<file path="src/inc/tpio_pkg.sv">
// Package for the two-port I/O block: register map, field positions, carriers.
// Overview of operation
// [RULE1] A one in the global pull-up disable bit switches off every port pull-up whatever direction and output hold.
// [RULE2] The force-high enable bit changes only through the timed unlock sequence; other writes leave it alone.
// [RULE3] Software opens the unlock window by writing only the change-enable bit as one to the override register.
// [RULE4] Within four cycles software writes change-enable zero with the new force-high value, applied only in that window.
// [RULE5] Reserved bits of the override register always read zero.
// [RULE6] With the transmit drive override at zero the transmit pin is driven high or low by the transmit value alone.
// [RULE7] With the override at one a high transmit value tristates or pulls up per the output bit; low drives low.
// [RULE8] While the serial-bus module is disabled the transmit drive override has no effect on the pin.
// [RULE9] While force-high is set port B pin zero is driven high whatever its port registers hold.
// [RULE10] Clearing force-high returns port B pin zero to normal port control.
// [RULE11] The transmit drive override steers transmit drive whenever the serial-bus module owns the pin.
// [RULE12] Direction one drives the output bit; direction zero is an input pulled up when the output bit is one.
// [RULE13] Pin-level registers read the synchronised pin levels, not the stored output bits.
package tpio_pkg;
  // ==========================================================
  // Register offsets (word index; byte address is four times)
  localparam logic [7:0] OFS_PA_PIN   = 8'h00;
  localparam logic [7:0] OFS_PA_DIR   = 8'h01;
  localparam logic [7:0] OFS_PA_OUT   = 8'h02;
  localparam logic [7:0] OFS_PB_PIN   = 8'h03;
  localparam logic [7:0] OFS_PB_DIR   = 8'h04;
  localparam logic [7:0] OFS_PB_OUT   = 8'h05;
  localparam logic [7:0] OFS_CORE_CTL = 8'h35;
  localparam logic [7:0] OFS_PB_OVR   = 8'hdc;
  // ==========================================================
  // Field positions and masks
  localparam int         BIT_PULLUP_OFF = 4;
  localparam int         BIT_CHG_EN     = 7;
  localparam int         BIT_TX_OVR     = 3;
  localparam int         BIT_FORCE_HI   = 0;
  localparam int         BIT_CLK_OUT    = 5;
  localparam int         BIT_VEC_SEL    = 1;
  localparam int         TX_PIN         = 3;
  localparam logic [7:0] CORE_CTL_MASK  = 8'h33;
  localparam logic [7:0] PB_OVR_MASK    = 8'h89;
  localparam logic [7:0] UNLOCK_VALUE   = 8'h80;
  localparam logic [7:0] RESET_VALUE    = 8'h00;
  localparam logic [2:0] UNLOCK_CYCLES  = 3'h4;
  localparam int         PA_WIDTH       = 2;
  localparam int         PB_WIDTH       = 8;
  // ==========================================================
  // Carriers
  typedef struct packed {
    logic [PB_WIDTH-1:0] o;
    logic [PB_WIDTH-1:0] oe;
    logic [PB_WIDTH-1:0] pu;
  } tpio_pins_t;
  typedef enum logic [1:0] {TPIO_IDLE, TPIO_OPEN} tpio_lock_t;
endpackage

</file>
<file path="src/logic/tpio_top.sv">
// Two-port I/O block with Wishbone registers and port B override.
//
// Decided for this implementation: the Wishbone register port.
`timescale 1ns/1ns
`default_nettype none
module tpio_top (
  input  wire logic                   clk,       // 25 MHz clock
  input  wire logic                   rst,       // Synchronous reset, high
  input  wire logic                   ce,        // Clock enable
  input  wire logic                   cyc_i,     // Wishbone cycle
  input  wire logic                   stb_i,     // Wishbone strobe
  input  wire logic                   we_i,      // Wishbone write
  input  wire logic [9:0]             adr_i,     // Byte address
  input  wire logic [3:0]             sel_i,     // Byte lanes
  input  wire logic [31:0]            dat_i,     // Write data
  output logic      [31:0]            dat_o,     // Read data
  output logic                        ack_o,     // Acknowledge
  output logic                        err_o,     // Unmapped address
  input  wire logic [1:0]             pa_i,      // Port A pin levels
  output tpio_pkg::tpio_pins_t        pa_pins,   // Port A drive (low bits used)
  input  wire logic [7:0]             pb_i,      // Port B pin levels
  output tpio_pkg::tpio_pins_t        pb_pins,   // Port B drive
  input  wire logic                   sb_tx_en,  // Serial bus owns transmit pin
  input  wire logic                   serial_bus_transmit, // Transmit value
  output logic                        clock_out_enable,    // Control bit
  output logic                        vector_table_select  // Control bit
);
  import tpio_pkg::*;

  // ==========================================================
  // Registers
  logic [1:0]  port_a_direction;
  logic [1:0]  port_a_output;
  logic [7:0]  port_b_direction;
  logic [7:0]  port_b_output;
  logic [7:0]  core_control;
  logic        tx_drive_override;
  logic        force_high_enable;
  logic        override_change_enable;
  logic [2:0]  unlock_cnt;
  tpio_lock_t  lock_state;
  logic [1:0]  pa_s1, pa_s2;
  logic [7:0]  pb_s1, pb_s2;

  // ==========================================================
  // Bus decode
  // A pending ack blocks a second take while the master still holds stb
  wire         req       = cyc_i & stb_i & ~ack_o & ~err_o & ce;
  wire [7:0]   idx       = adr_i[9:2];
  wire         lane0     = sel_i[0];
  wire         wr        = req & we_i & lane0;
  wire         hit_pa_p  = idx == OFS_PA_PIN;
  wire         hit_pa_d  = idx == OFS_PA_DIR;
  wire         hit_pa_o  = idx == OFS_PA_OUT;
  wire         hit_pb_p  = idx == OFS_PB_PIN;
  wire         hit_pb_d  = idx == OFS_PB_DIR;
  wire         hit_pb_o  = idx == OFS_PB_OUT;
  wire         hit_cc    = idx == OFS_CORE_CTL;
  wire         hit_ov    = idx == OFS_PB_OVR;
  wire         mapped    = hit_pa_p | hit_pa_d | hit_pa_o | hit_pb_p | hit_pb_d | hit_pb_o | hit_cc | hit_ov;
  wire [7:0]   wbyte     = dat_i[7:0];
  wire         ov_wr     = wr & hit_ov;
  wire         unlock_wr = ov_wr & (wbyte == UNLOCK_VALUE);                        // [RULE3]
  wire         window    = lock_state == TPIO_OPEN;
  wire         commit_wr = ov_wr & window & ~wbyte[BIT_CHG_EN];                    // [RULE4]
  wire         pullup_off = core_control[BIT_PULLUP_OFF];
  wire [7:0]   ovr_read  = {override_change_enable, 3'h0, tx_drive_override, 2'h0,
                            force_high_enable};                                    // [RULE5]
  wire [7:0]   rd_byte   = hit_pa_p ? {6'h0, pa_s2} :                              // [RULE13]
                           hit_pa_d ? {6'h0, port_a_direction} :
                           hit_pa_o ? {6'h0, port_a_output} :
                           hit_pb_p ? pb_s2 :                                      // [RULE13]
                           hit_pb_d ? port_b_direction :
                           hit_pb_o ? port_b_output :
                           hit_cc   ? core_control :
                           hit_ov   ? ovr_read : RESET_VALUE;

  // ==========================================================
  // Pin drive: normal port function per bit
  logic [7:0] nb_o, nb_oe, nb_pu, fb_o, fb_oe, fb_pu;
  logic [1:0] na_o, na_oe, na_pu;
  genvar g;
  generate
    for (g = 0; g < PB_WIDTH; g++) begin : g_pb
      always_comb begin
        nb_o[g]  = port_b_output[g];
        nb_oe[g] = port_b_direction[g];                                            // [RULE12]
        nb_pu[g] = ~port_b_direction[g] & port_b_output[g] & ~pullup_off;          // [RULE1] [RULE12]
      end
    end
    for (g = 0; g < PA_WIDTH; g++) begin : g_pa
      always_comb begin
        na_o[g]  = port_a_output[g];
        na_oe[g] = port_a_direction[g];                                            // [RULE12]
        na_pu[g] = ~port_a_direction[g] & port_a_output[g] & ~pullup_off;          // [RULE1] [RULE12]
      end
    end
  endgenerate

  // Overrides on transmit pin and pin zero
  // Force-high is applied last so it wins on pin zero over everything
  always_comb begin
    fb_o  = nb_o;
    fb_oe = nb_oe;
    fb_pu = nb_pu;
    if (sb_tx_en) begin                                                            // [RULE8] [RULE11]
      if (!tx_drive_override || !serial_bus_transmit) begin
        fb_o[TX_PIN]  = serial_bus_transmit;                                       // [RULE6] [RULE7]
        fb_oe[TX_PIN] = 1'b1;
        fb_pu[TX_PIN] = 1'b0;
      end else begin
        fb_o[TX_PIN]  = 1'b0;
        fb_oe[TX_PIN] = 1'b0;                                                      // [RULE7]
        fb_pu[TX_PIN] = port_b_output[TX_PIN] & ~pullup_off;                      // [RULE7] [RULE1]
      end
    end
    if (force_high_enable) begin                                                   // [RULE9] [RULE10]
      fb_o[0]  = 1'b1;
      fb_oe[0] = 1'b1;
      fb_pu[0] = 1'b0;
    end
  end

  // ==========================================================
  // Sequential state
  always_ff @(posedge clk) begin
    if (rst) begin
      port_a_direction       <= 2'h0;
      port_a_output          <= 2'h0;
      port_b_direction       <= RESET_VALUE;
      port_b_output          <= RESET_VALUE;
      core_control           <= RESET_VALUE;
      tx_drive_override      <= 1'b0;
      force_high_enable      <= 1'b0;
      override_change_enable <= 1'b0;
      lock_state             <= TPIO_IDLE;
      unlock_cnt             <= 3'h0;
      ack_o                  <= 1'b0;
      err_o                  <= 1'b0;
      dat_o                  <= 32'h0;
      pa_s1                  <= 2'h0;
      pa_s2                  <= 2'h0;
      pb_s1                  <= 8'h0;
      pb_s2                  <= 8'h0;
      pa_pins                <= '0;
      pb_pins                <= '0;
    end else if (ce) begin
      pa_s1   <= pa_i;
      pa_s2   <= pa_s1;
      pb_s1   <= pb_i;
      pb_s2   <= pb_s1;
      ack_o   <= req & mapped;
      err_o   <= req & ~mapped;
      dat_o   <= (req & mapped & ~we_i) ? {24'h0, rd_byte} : 32'h0;
      pa_pins <= '{o: {6'h0, na_o}, oe: {6'h0, na_oe}, pu: {6'h0, na_pu}};
      pb_pins <= '{o: fb_o, oe: fb_oe, pu: fb_pu};
      if (wr & hit_pa_d) port_a_direction <= wbyte[1:0];
      if (wr & hit_pa_o) port_a_output <= wbyte[1:0];
      if (wr & hit_pb_d) port_b_direction <= wbyte;
      if (wr & hit_pb_o) port_b_output <= wbyte;
      if (wr & hit_cc)   core_control <= wbyte & CORE_CTL_MASK;
      if (ov_wr) begin
        // Only the exact unlock value raises change-enable; stray writes keep it low
        tx_drive_override      <= wbyte[BIT_TX_OVR];
        override_change_enable <= unlock_wr;                                       // [RULE3]
      end
      if (commit_wr) force_high_enable <= wbyte[BIT_FORCE_HI];                   // [RULE2] [RULE4]
      case (lock_state)
        TPIO_IDLE: begin
          if (unlock_wr) begin
            lock_state <= TPIO_OPEN;
            unlock_cnt <= UNLOCK_CYCLES;
          end
        end
        TPIO_OPEN: begin
          // Any other override write ends the window; a fresh unlock restarts its count
          if (unlock_wr) begin
            unlock_cnt <= UNLOCK_CYCLES;
          end else if (ov_wr || unlock_cnt == 3'h1) begin                         // [RULE4]
            lock_state             <= TPIO_IDLE;
            unlock_cnt             <= 3'h0;
            override_change_enable <= 1'b0;
          end else begin
            unlock_cnt <= unlock_cnt - 3'h1;
          end
        end
        default: lock_state <= TPIO_IDLE;
      endcase
    end
  end

  assign clock_out_enable    = core_control[BIT_CLK_OUT];
  assign vector_table_select = core_control[BIT_VEC_SEL];

  // ==========================================================
  // Checks
  force_locked_a: assert property (@(posedge clk) disable iff (rst)          // [RULE2]
    (ce && !$past(commit_wr) && $past(ce && !rst)) |-> $stable(force_high_enable))
    else $error("force-high changed outside unlock window");
  window_len_a: assert property (@(posedge clk) disable iff (rst)            // [RULE4]
    (ce && unlock_wr && lock_state == TPIO_IDLE) |=> (lock_state == TPIO_OPEN && unlock_cnt == UNLOCK_CYCLES))
    else $error("unlock window not opened for four cycles");
  reserved_zero_a: assert property (@(posedge clk) disable iff (rst)         // [RULE5]
    (ack_o && $past(req && hit_ov && !we_i)) |-> (dat_o[6:4] == 3'h0 && dat_o[2:1] == 2'h0))
    else $error("reserved override bits read nonzero");
  pullup_off_a: assert property (@(posedge clk) disable iff (rst)            // [RULE1]
    ($past(ce && !rst) && $past(pullup_off)) |-> (pb_pins.pu == 8'h0 && pa_pins.pu == 8'h0))
    else $error("pull-up active while disabled");
  force_pin_a: assert property (@(posedge clk) disable iff (rst)             // [RULE9]
    ($past(ce && !rst) && $past(force_high_enable)) |-> (pb_pins.o[0] && pb_pins.oe[0]))
    else $error("pin zero not forced high");
  tx_normal_a: assert property (@(posedge clk) disable iff (rst)             // [RULE6]
    ($past(ce && !rst) && $past(sb_tx_en) && !$past(tx_drive_override))
      |-> (pb_pins.oe[3] && pb_pins.o[3] == $past(serial_bus_transmit)))
    else $error("transmit pin not actively driven");
  tx_open_a: assert property (@(posedge clk) disable iff (rst)               // [RULE7]
    ($past(ce && !rst) && $past(sb_tx_en) && $past(tx_drive_override) && $past(serial_bus_transmit))
      |-> !pb_pins.oe[3])
    else $error("transmit high still driven under override");
  tx_idle_a: assert property (@(posedge clk) disable iff (rst)               // [RULE8]
    ($past(ce && !rst) && !$past(sb_tx_en)) |-> pb_pins.oe[3] == $past(port_b_direction[3]))
    else $error("override affects pin with serial bus off");
  pin_read_a: assert property (@(posedge clk) disable iff (rst)              // [RULE13]
    (ack_o && $past(req && hit_pb_p && !we_i)) |-> dat_o[7:0] == $past(pb_s2))
    else $error("pin level read wrong");

  // ==========================================================
  // Checks: bus, registers and unlock window
  ack_pulse_a: assert property (@(posedge clk) disable iff (rst)
    ce && ack_o
    |=> !ack_o)
    else $error("acknowledge longer than one cycle");
  ack_mapped_a: assert property (@(posedge clk) disable iff (rst)
    req && mapped
    |=> ack_o && !err_o)
    else $error("mapped access not acknowledged");
  err_unmapped_a: assert property (@(posedge clk) disable iff (rst)
    req && !mapped
    |=> err_o && !ack_o && dat_o == 32'h0)
    else $error("unmapped access not refused");
  idle_quiet_a: assert property (@(posedge clk) disable iff (rst)
    ce && !req
    |=> !ack_o && !err_o && dat_o == 32'h0)
    else $error("bus answer without request");
  dat_upper_a: assert property (@(posedge clk) disable iff (rst)
    1'b1
    |-> dat_o[31:8] == 24'h0)
    else $error("upper read data not zero");
  lane_guard_a: assert property (@(posedge clk) disable iff (rst)
    ce && cyc_i && stb_i && we_i && !lane0
    |=> $stable(port_b_output) && $stable(port_b_direction) && $stable(core_control))
    else $error("write without lane zero took effect");
  core_mask_a: assert property (@(posedge clk) disable iff (rst)
    1'b1
    |-> (core_control & ~CORE_CTL_MASK) == 8'h00)
    else $error("read-only control bit set");
  core_write_a: assert property (@(posedge clk) disable iff (rst)  // [RULE1]
    wr && hit_cc
    |=> core_control == ($past(wbyte) & CORE_CTL_MASK))
    else $error("control write lost");
  pa_dir_write_a: assert property (@(posedge clk) disable iff (rst)  // [RULE12]
    wr && hit_pa_d
    |=> port_a_direction == $past(wbyte[1:0]))
    else $error("port A direction write lost");
  pb_out_write_a: assert property (@(posedge clk) disable iff (rst)  // [RULE12]
    wr && hit_pb_o
    |=> port_b_output == $past(wbyte))
    else $error("port B output write lost");
  window_state_a: assert property (@(posedge clk) disable iff (rst)  // [RULE3]
    1'b1
    |-> override_change_enable == (lock_state == TPIO_OPEN))
    else $error("change-enable disagrees with window");
  window_count_a: assert property (@(posedge clk) disable iff (rst)  // [RULE4]
    window
    |-> unlock_cnt != 3'h0 && unlock_cnt <= UNLOCK_CYCLES)
    else $error("window counter out of range");
  window_close_a: assert property (@(posedge clk) disable iff (rst)  // [RULE4]
    ce && window && !ov_wr && unlock_cnt == 3'h1
    |=> lock_state == TPIO_IDLE)
    else $error("unlock window outlived its cycles");
  window_tick_a: assert property (@(posedge clk) disable iff (rst)  // [RULE4]
    ce && window && !ov_wr && unlock_cnt > 3'h1
    |=> lock_state == TPIO_OPEN && unlock_cnt == $past(unlock_cnt) - 3'h1)
    else $error("unlock window count skipped");
  commit_apply_a: assert property (@(posedge clk) disable iff (rst)  // [RULE4]
    commit_wr
    |=> force_high_enable == $past(wbyte[BIT_FORCE_HI]) && !override_change_enable)
    else $error("window write not applied");
  stray_write_a: assert property (@(posedge clk) disable iff (rst)  // [RULE2]
    ov_wr && !window
    |=> $stable(force_high_enable))
    else $error("force-high changed by plain write");
  unlock_reject_a: assert property (@(posedge clk) disable iff (rst)  // [RULE3]
    ov_wr && !window && wbyte != UNLOCK_VALUE
    |=> lock_state == TPIO_IDLE)
    else $error("window opened by wrong value");
  ovr_write_a: assert property (@(posedge clk) disable iff (rst)  // [RULE11]
    ov_wr
    |=> tx_drive_override == $past(wbyte[BIT_TX_OVR]))
    else $error("transmit override write lost");

  // ==========================================================
  // Checks: pin drive
  tx_low_a: assert property (@(posedge clk) disable iff (rst)  // [RULE7] [RULE11]
    ce && sb_tx_en && !serial_bus_transmit
    |=> pb_pins.oe[3] && !pb_pins.o[3] && !pb_pins.pu[3])
    else $error("transmit low not driven low");
  tx_pullup_a: assert property (@(posedge clk) disable iff (rst)  // [RULE7]
    ce && sb_tx_en && tx_drive_override && serial_bus_transmit
    |=> pb_pins.pu[3] == $past(port_b_output[TX_PIN] & ~pullup_off))
    else $error("transmit high pull-up wrong");
  pin_release_a: assert property (@(posedge clk) disable iff (rst)  // [RULE10]
    ce && !force_high_enable
    |=> pb_pins.oe[0] == $past(port_b_direction[0]) && pb_pins.o[0] == $past(port_b_output[0]))
    else $error("pin zero still forced");
  port_b_plain_a: assert property (@(posedge clk) disable iff (rst)  // [RULE12]
    ce
    |=> {pb_pins.oe[7:4], pb_pins.oe[2:1], pb_pins.o[7:4], pb_pins.o[2:1]} == $past({port_b_direction[7:4], port_b_direction[2:1], port_b_output[7:4], port_b_output[2:1]}))
    else $error("port B drive differs from registers");
  pullup_rule_a: assert property (@(posedge clk) disable iff (rst)  // [RULE1] [RULE12]
    ce
    |=> pb_pins.pu[7:4] == $past(~port_b_direction[7:4] & port_b_output[7:4] & {4{~pullup_off}}))
    else $error("port B pull-up wrong");
  port_a_plain_a: assert property (@(posedge clk) disable iff (rst)  // [RULE12]
    ce
    |=> pa_pins.oe == {6'h0, $past(port_a_direction)} && pa_pins.o == {6'h0, $past(port_a_output)})
    else $error("port A drive differs from registers");
  port_a_pullup_a: assert property (@(posedge clk) disable iff (rst)  // [RULE1] [RULE12]
    ce
    |=> pa_pins.pu == {6'h0, $past(~port_a_direction & port_a_output & {2{~pullup_off}})})
    else $error("port A pull-up wrong");
  freeze_a: assert property (@(posedge clk) disable iff (rst)
    !ce
    |=> $stable(pb_pins) && $stable(pa_pins) && $stable(core_control) && $stable(force_high_enable))
    else $error("state moved while clock enable low");
  force_pull_a: assert property (@(posedge clk) disable iff (rst)  // [RULE9]
    ce && force_high_enable
    |=> !pb_pins.pu[0])
    else $error("pull-up on forced pin zero");
  pa_pin_read_a: assert property (@(posedge clk) disable iff (rst)  // [RULE13]
    ack_o && $past(req && hit_pa_p && !we_i)
    |-> dat_o[7:0] == {6'h0, $past(pa_s2)})
    else $error("port A level read wrong");
endmodule
`default_nettype wire

</file>
<file path="config.mk">
export PLATFORM = sky130hd
export DESIGN_NAME = tpio_top
export DESIGN_NICKNAME = d
export VERILOG_FILES = /design/src/inc/tpio_pkg.sv /design/src/logic/tpio_top.sv
export SDC_FILE = /design/constraint.sdc
export NUM_CORES = 1
export LEC_CHECK = 0
export BUFFER_PORTS_ARGS = -buffer_cell sky130_fd_sc_hd__buf_2
export CAP_MARGIN = 20
export CORE_ASPECT_RATIO = 1.25
export CORE_MARGIN = 2
export CORE_UTILIZATION = 54
export CTS_BUF_LIST = sky130_fd_sc_hd__clkbuf_16
export CTS_CLUSTER_SIZE = 28
export DETAILED_ROUTE_END_ITERATION = 10
export GPL_ROUTABILITY_DRIVEN = 0
export MAX_ROUTING_LAYER = met4
export PLACE_DENSITY = 0.95
export SYNTH_ARGS = -nofsm -noshare
export SYNTH_HDL_FRONTEND = slang
export SYNTH_SLANG_ARGS = --single-unit
</file>
<file path="constraint.sdc">
create_clock -name clk -period 3.45 [get_ports clk]
set_input_delay 0.5175 -clock clk [delete_from_list [all_inputs] [get_ports clk]]
set_output_delay 0.5175 -clock clk [all_outputs]
set_load 0.01 [all_outputs]
</file>
Yosys cells after proc, flatten, opt, wreduce, memory -nomap -nowiden
Index checks and enable logic that the tools add are counted.
{"block": "word_totals", "regBits": 116, "inputBits": 64, "out_inout_bits": 84, "elab_cells": 145}
{"block": "op_classes", "n_addsub": 1, "n_eq_ne": 13, "mux": 30, "bitwise": 62, "n_reduce_logical": 16}
{"operator": "two-way mux 8 bit", "count": 9}
{"operator": "AND 1 bit", "count": 39}
{"operator": "== test 8 x 2 -> 1 bit (second input constant)", "count": 2}
{"operator": "== test 8 x 3 -> 1 bit (second input constant)", "count": 2}
{"operator": "== test 8 bit (second input constant)", "count": 2}
{"operator": "NOT 1 bit", "count": 16}
{"operator": "AND reduction 2 bit", "count": 7}
{"operator": "two-way mux 1 bit", "count": 13}
{"operator": "two-way mux 3 bit", "count": 3}
{"operator": "== test 8 x 1 -> 1 bit (second input constant)", "count": 1}
{"operator": "== test 8 x 6 -> 1 bit (second input constant)", "count": 1}
{"operator": "zero test 8 bit", "count": 1}
{"operator": "OR 1 bit", "count": 7}
{"operator": "two-way mux 2 bit", "count": 3}
{"operator": "case mux 3 bit (2 select lines)", "count": 1}
{"operator": "!= test 2 bit (second input constant)", "count": 2}
{"operator": "case mux 2 bit (2 select lines)", "count": 1}
{"operator": "AND reduction 4 bit", "count": 1}
{"operator": "== test 3 x 1 -> 1 bit (second input constant)", "count": 1}
{"operator": "AND reduction 3 bit", "count": 1}
{"operator": "subtractor 3 x 1 -> 3 bit (second input constant)", "count": 1}
{"operator": "== test 2 x 1 -> 1 bit (second input constant)", "count": 1}
{"operator": "zero test 1 bit", "count": 2}
{"operator": "zero test 2 bit", "count": 1}
{"operator": "other kinds (3)", "count": 4}

Longest topological paths before layout
{"block": "logic_depth", "ltp_word": 12, "ltp_mapped": 7, "mapped_depth_nobuf": 6}

Worst setup path before layout
OpenSTA, ideal clock, no wires.
{"block": "synth_path", "path_kind": "in2reg", "from": "input port adr_i[8]", "to": "register port_b_output[0] (netlist: nb_o[0])", "setup_time_ns": 0.132, "arrival_ns": 1.893, "required_time_ns": 3.318, "slack_ns": 1.425, "path_stages": 7, "n_path_buf": 2, "cell_sequence": "or3_1 > buf_2 > nor3_2 > buf_2 > nand2_1 > nand2_1 > a21oi_1"}
{"block": "synth_via", "elab_chain_len": 3}
{"item": "from (decl)", "line_no": "tpio_top.sv:13", "rtl": "input wire logic [9:0] adr_i,"}
{"item": "== test 8 x 3 -> 1 bit", "line_no": "tpio_top.sv:57", "rtl": "wire hit_pb_o = idx == OFS_PB_OUT;"}
{"item": "AND 1 bit", "line_no": "tpio_top.sv:160", "rtl": "if (wr & hit_pb_o) port_b_output <= wbyte;"}
{"item": "AND reduction 2 bit (no source line)"}
{"item": "to (signal assigned)", "line_no": "tpio_top.sv:160"}
{"item": "to (decl)", "line_no": "tpio_top.sv:35", "rtl": "logic [7:0] port_b_output;"}
No other way between the ends.
A chain may end at the register's enable or synchronous reset.

Final worst setup path
{"block": "layout_path", "from": "input port ce", "to": "register dat_o[5]"}
{"block": "layout_via", "elab_chain_len": 4}
{"item": "from (decl)", "line_no": "tpio_top.sv:9", "rtl": "input wire logic ce,"}
{"item": "AND 1 bit", "line_no": "tpio_top.sv:48", "rtl": "wire req = cyc_i & stb_i & ~ack_o & ~err_o & ce;"}
{"item": "AND 1 bit (2 in a row)", "line_no": "tpio_top.sv:154", "rtl": "dat_o <= (req & mapped & ~we_i) ? {24'h0, rd_byte} : 32'h0;"}
{"item": "two-way mux 8 bit", "line_no": "tpio_top.sv:154"}
{"item": "to (signal assigned)", "line_no": "tpio_top.sv:154"}
{"item": "to (decl)", "line_no": "tpio_top.sv:16", "rtl": "output logic [31:0] dat_o,"}
Several ways; a longest one is shown, not always the timed one.

==> results.py <==
metrics = {
    "worst_setup_path": {
        "crit_fanout": 55,
        "endpoint_kind": "flop",
        "ff2ff_setup_slack_ns": 1.43,
        "crit_required_ns": 3.74,
        "r2r-start": "err_o$_SDFFE_PP0P_",
        "critPathLaunchType": "input pin",
        "timing.critical_path.from": "ce",
        "arrival_ns": 2.52,
        "path_class": "input pin to flop",
    },
    "drt": {
        "routed_wl_um": 10500,
        "drt_iter0_drc": 396,
        "dr.pass1.iters": 5,
        "antenna_left": 0,
        "vias": 3714,
        "wire_per_inst_um": 16.7,
        "wl_met3_um": 871,
        "post_drt_via_cell_ratio": 5.87,
        "drt-met1-wl_um": 4190,
        "topRoutingLayerUsed": "met4",
        "drc": 0,
        "dr_wl_met2_um": 5080,
    },
    "min_path": {
        "min_path_type": "input pin to flop",
        "min-delay-start": "pb_i[6]",
    },
    "yosys": {
        "synth.ff_latch_count": 91,
        "synth-main-ff-cell": "dfxtp_1",
        "syn_area_mm2": 0.00417,
        "async_reset_ff_frac": 0,
        "yosys_warnings": 0,
        "syn_inst": 471,
        "synth.avg_cell_area_um2": 8.86,
        "yosysUniqueCellTypes": 50,
        "seq_area_frac_synth": 0.437,
        "synth-edff-count": 0,
    },
    "clock_network": {
        "numCtsBuffers": 9,
        "cts_sinks": 91,
        "cts.path.max_buffers": 2,
        "cts_resized": 0,
        "cts.clk_slew.worst_paths_ns": 0.07,
        "cts.htree.levels": 3,
        "clkLatencyLatePin_ns": 0.34,
        "postCtsSetupBuffers": 0,
        "hold_buffers": 0,
        "cts_root_buf": "clkbuf_16",
        "cts_tree": "yes",
    },
    "die": {
        "rows": 35,
        "die_w_um": 82.6,
        "coreArea_mm2": 0.00744,
        "pin_count": 148,
        "fp.dieH_um": 102,
        "die_area_mm2": 0.00845,
        "initial_utilization": 0.560,
    },
    "timing": {
        "period_minus_slack_ns": 2.23,
        "maxSlewViolCount": 0,
        "fin_crit_sh": 0.647,
        "tightest_slew_ns": 0.775,
        "max_freq_mhz": 448,
        "finalClockSkew_ns": 0.00552,
        "finalHoldViolations": 0,
        "finalSetupViolCount": 0,
        "setup_tns_ns": 0,
        "slew_headroom": 0.479,
        "worst_slack_ns": 1.22,
        "rsz0062_at_grt": "no",
    },
    "layout": {
        "final_common_cell": "dfxtp_1",
        "seqCellArea_mm2": 0.00182,
        "final.fill_count": 581,
        "drive_gt1_frac": 0.201,
        "areaGrowthSynthToFinish_pct": 13.1,
        "final_cell_mix": "dfxtp_1, buf_2, nor2_1",
        "n_antenna_cell": 0,
        "final_nets": 602,
        "multi_input_area_mm2": 0.00205,
    },
    "grt": {
        "grt_overflow_total": 0,
        "antenna_found_initial": 0,
        "grt_usage": 0.263,
        "grt_max_degree": 60,
        "grt_pass1_wl_um": 16300,
        "grt_pass1_vias": 3450,
    },
    "power_and_ir_drop": {
        "power_density_mw_per_mm2": 455,
        "vdd_ir_drop_max_mv": 0.280,
        "power.static_leakage_uw": 0.00210,
    },
    "place": {
        "port_buffers": 76,
        "dp_hpwl_um": 7180,
        "post-place-ws_ns": 0.894,
    },
    "flow_run": {
        "maxCapViolations": 0,
    },
    "outcome": {
        "status": "completed",
    },
}
==> logic make-up after synthesis <==
kind of cell	count (synthesis)	share of synthesized area
AOI/OAI and AO/OA	79	0.128
adders and majority gates	2	0.00600
buffers and inverters	78	0.110
DFF	91	0.437
muxes	48	0.118
other	1	0.000899
and+or+nand+nor	172	0.201
==> critical path: stages <==
cell	delay, ns
buf_2	0.08
buf_4	0.62
clkinv_1	0.19
or3_1	0.47
a211oi_2	0.44
a22o_1	0.19
==> per-layer routing <==
metal  global-route usage  vias to the layer above
li1                     -                     1692
met1                0.308                     1749
met2                0.417                      237
met3               0.0504                       36
met4                0.155                        0
met5                    -                        -
==> registers in the layout (all words and copies together) (netlist names) <==
name	flops
pa_pins	6
pb_pins	24
dat_o	8
na_oe	2
core_control	4
nb_o	8
nb_oe	8
pa_s2	2
err_o	1
force_high_enable	1
unlock_cnt	3
override_change_enable	1
pa_s1	2
pb_s1	8
lock_state	1
pb_s2	8
tx_drive_override	1
na_o	2
ack_o	1
==> metrics by stage <==
stage	cell area, µm²	total power (µW)	std cells	hold slack [ns]	util
finish	4720	2150	633	0.408	0.634
global route	4720	2210	633	0.427	0.634
CTS	4720	2140	633	0.407	0.634
detailed placement	4440	1250	617	0.442	0.597
global placement	4440	1240	617	0.441	0.597
floorplan	4330	1230	512	0.445	-
==> synthesized netlist by cell type (2+ instances only) <==
cell type,count,area share
dfxtp_1,91,0.44
nor2_1,72,0.065
mux2i_1,47,0.11
buf_4,42,0.076
nand2_1,37,0.033
a21oi_1,35,0.042
nand3_1,25,0.030
clkbuf_1,13,0.012
a22o_1,10,0.021
buf_1,8,0.0072
inv_1,8,0.0072
o21ai_0,7,0.0084
buf_2,6,0.0072
nand2b_1,5,0.0075
a22oi_1,4,0.0072
a32oi_1,4,0.0084
nand3b_1,4,0.0072
nor3_1,4,0.0048
a211oi_1,3,0.0054
a222oi_1,3,0.0072
nand4_1,3,0.0045
or2_2,3,0.0045
a221o_1,2,0.0048
a31oi_1,2,0.0030
ha_1,2,0.0060
nand4b_1,2,0.0042
nor2b_1,2,0.0030
nor3_4,2,0.0078
nor4_1,2,0.0030
or3_1,2,0.0030
or3b_1,2,0.0042
==> where the power goes <==
part           total (µW)  switching (µW)  internal, µW
sequential           1070            8.97          1060
clock                 918             428           490
combinational         154             105          48.9
==> worst paths after layout <==
| path | end | cells past startpoint |
|---|---|---|
| setup / recovery | dat_o[5]$_SDFFE_PP0P_ | 6 |
| hold / removal | pb_s1[6]$_SDFFE_PP0P_ | 3 |
| setup reg to reg | core_control[0]$_SDFFE_PP0P_ | 6 |
| hold reg to reg | dat_o[1]$_SDFFE_PP0P_ | 1 |
==> area by class of cell <==
type	instances	share of cell area
multi-input combinational	343	0.433
sequential	91	0.386
timing repair buffer	82	0.0901
clock buffer	9	0.0477
tap	92	0.0244
clock inverter	7	0.0111
inverter	9	0.00716
Note: power is estimated with default switching activity, not from simulation.
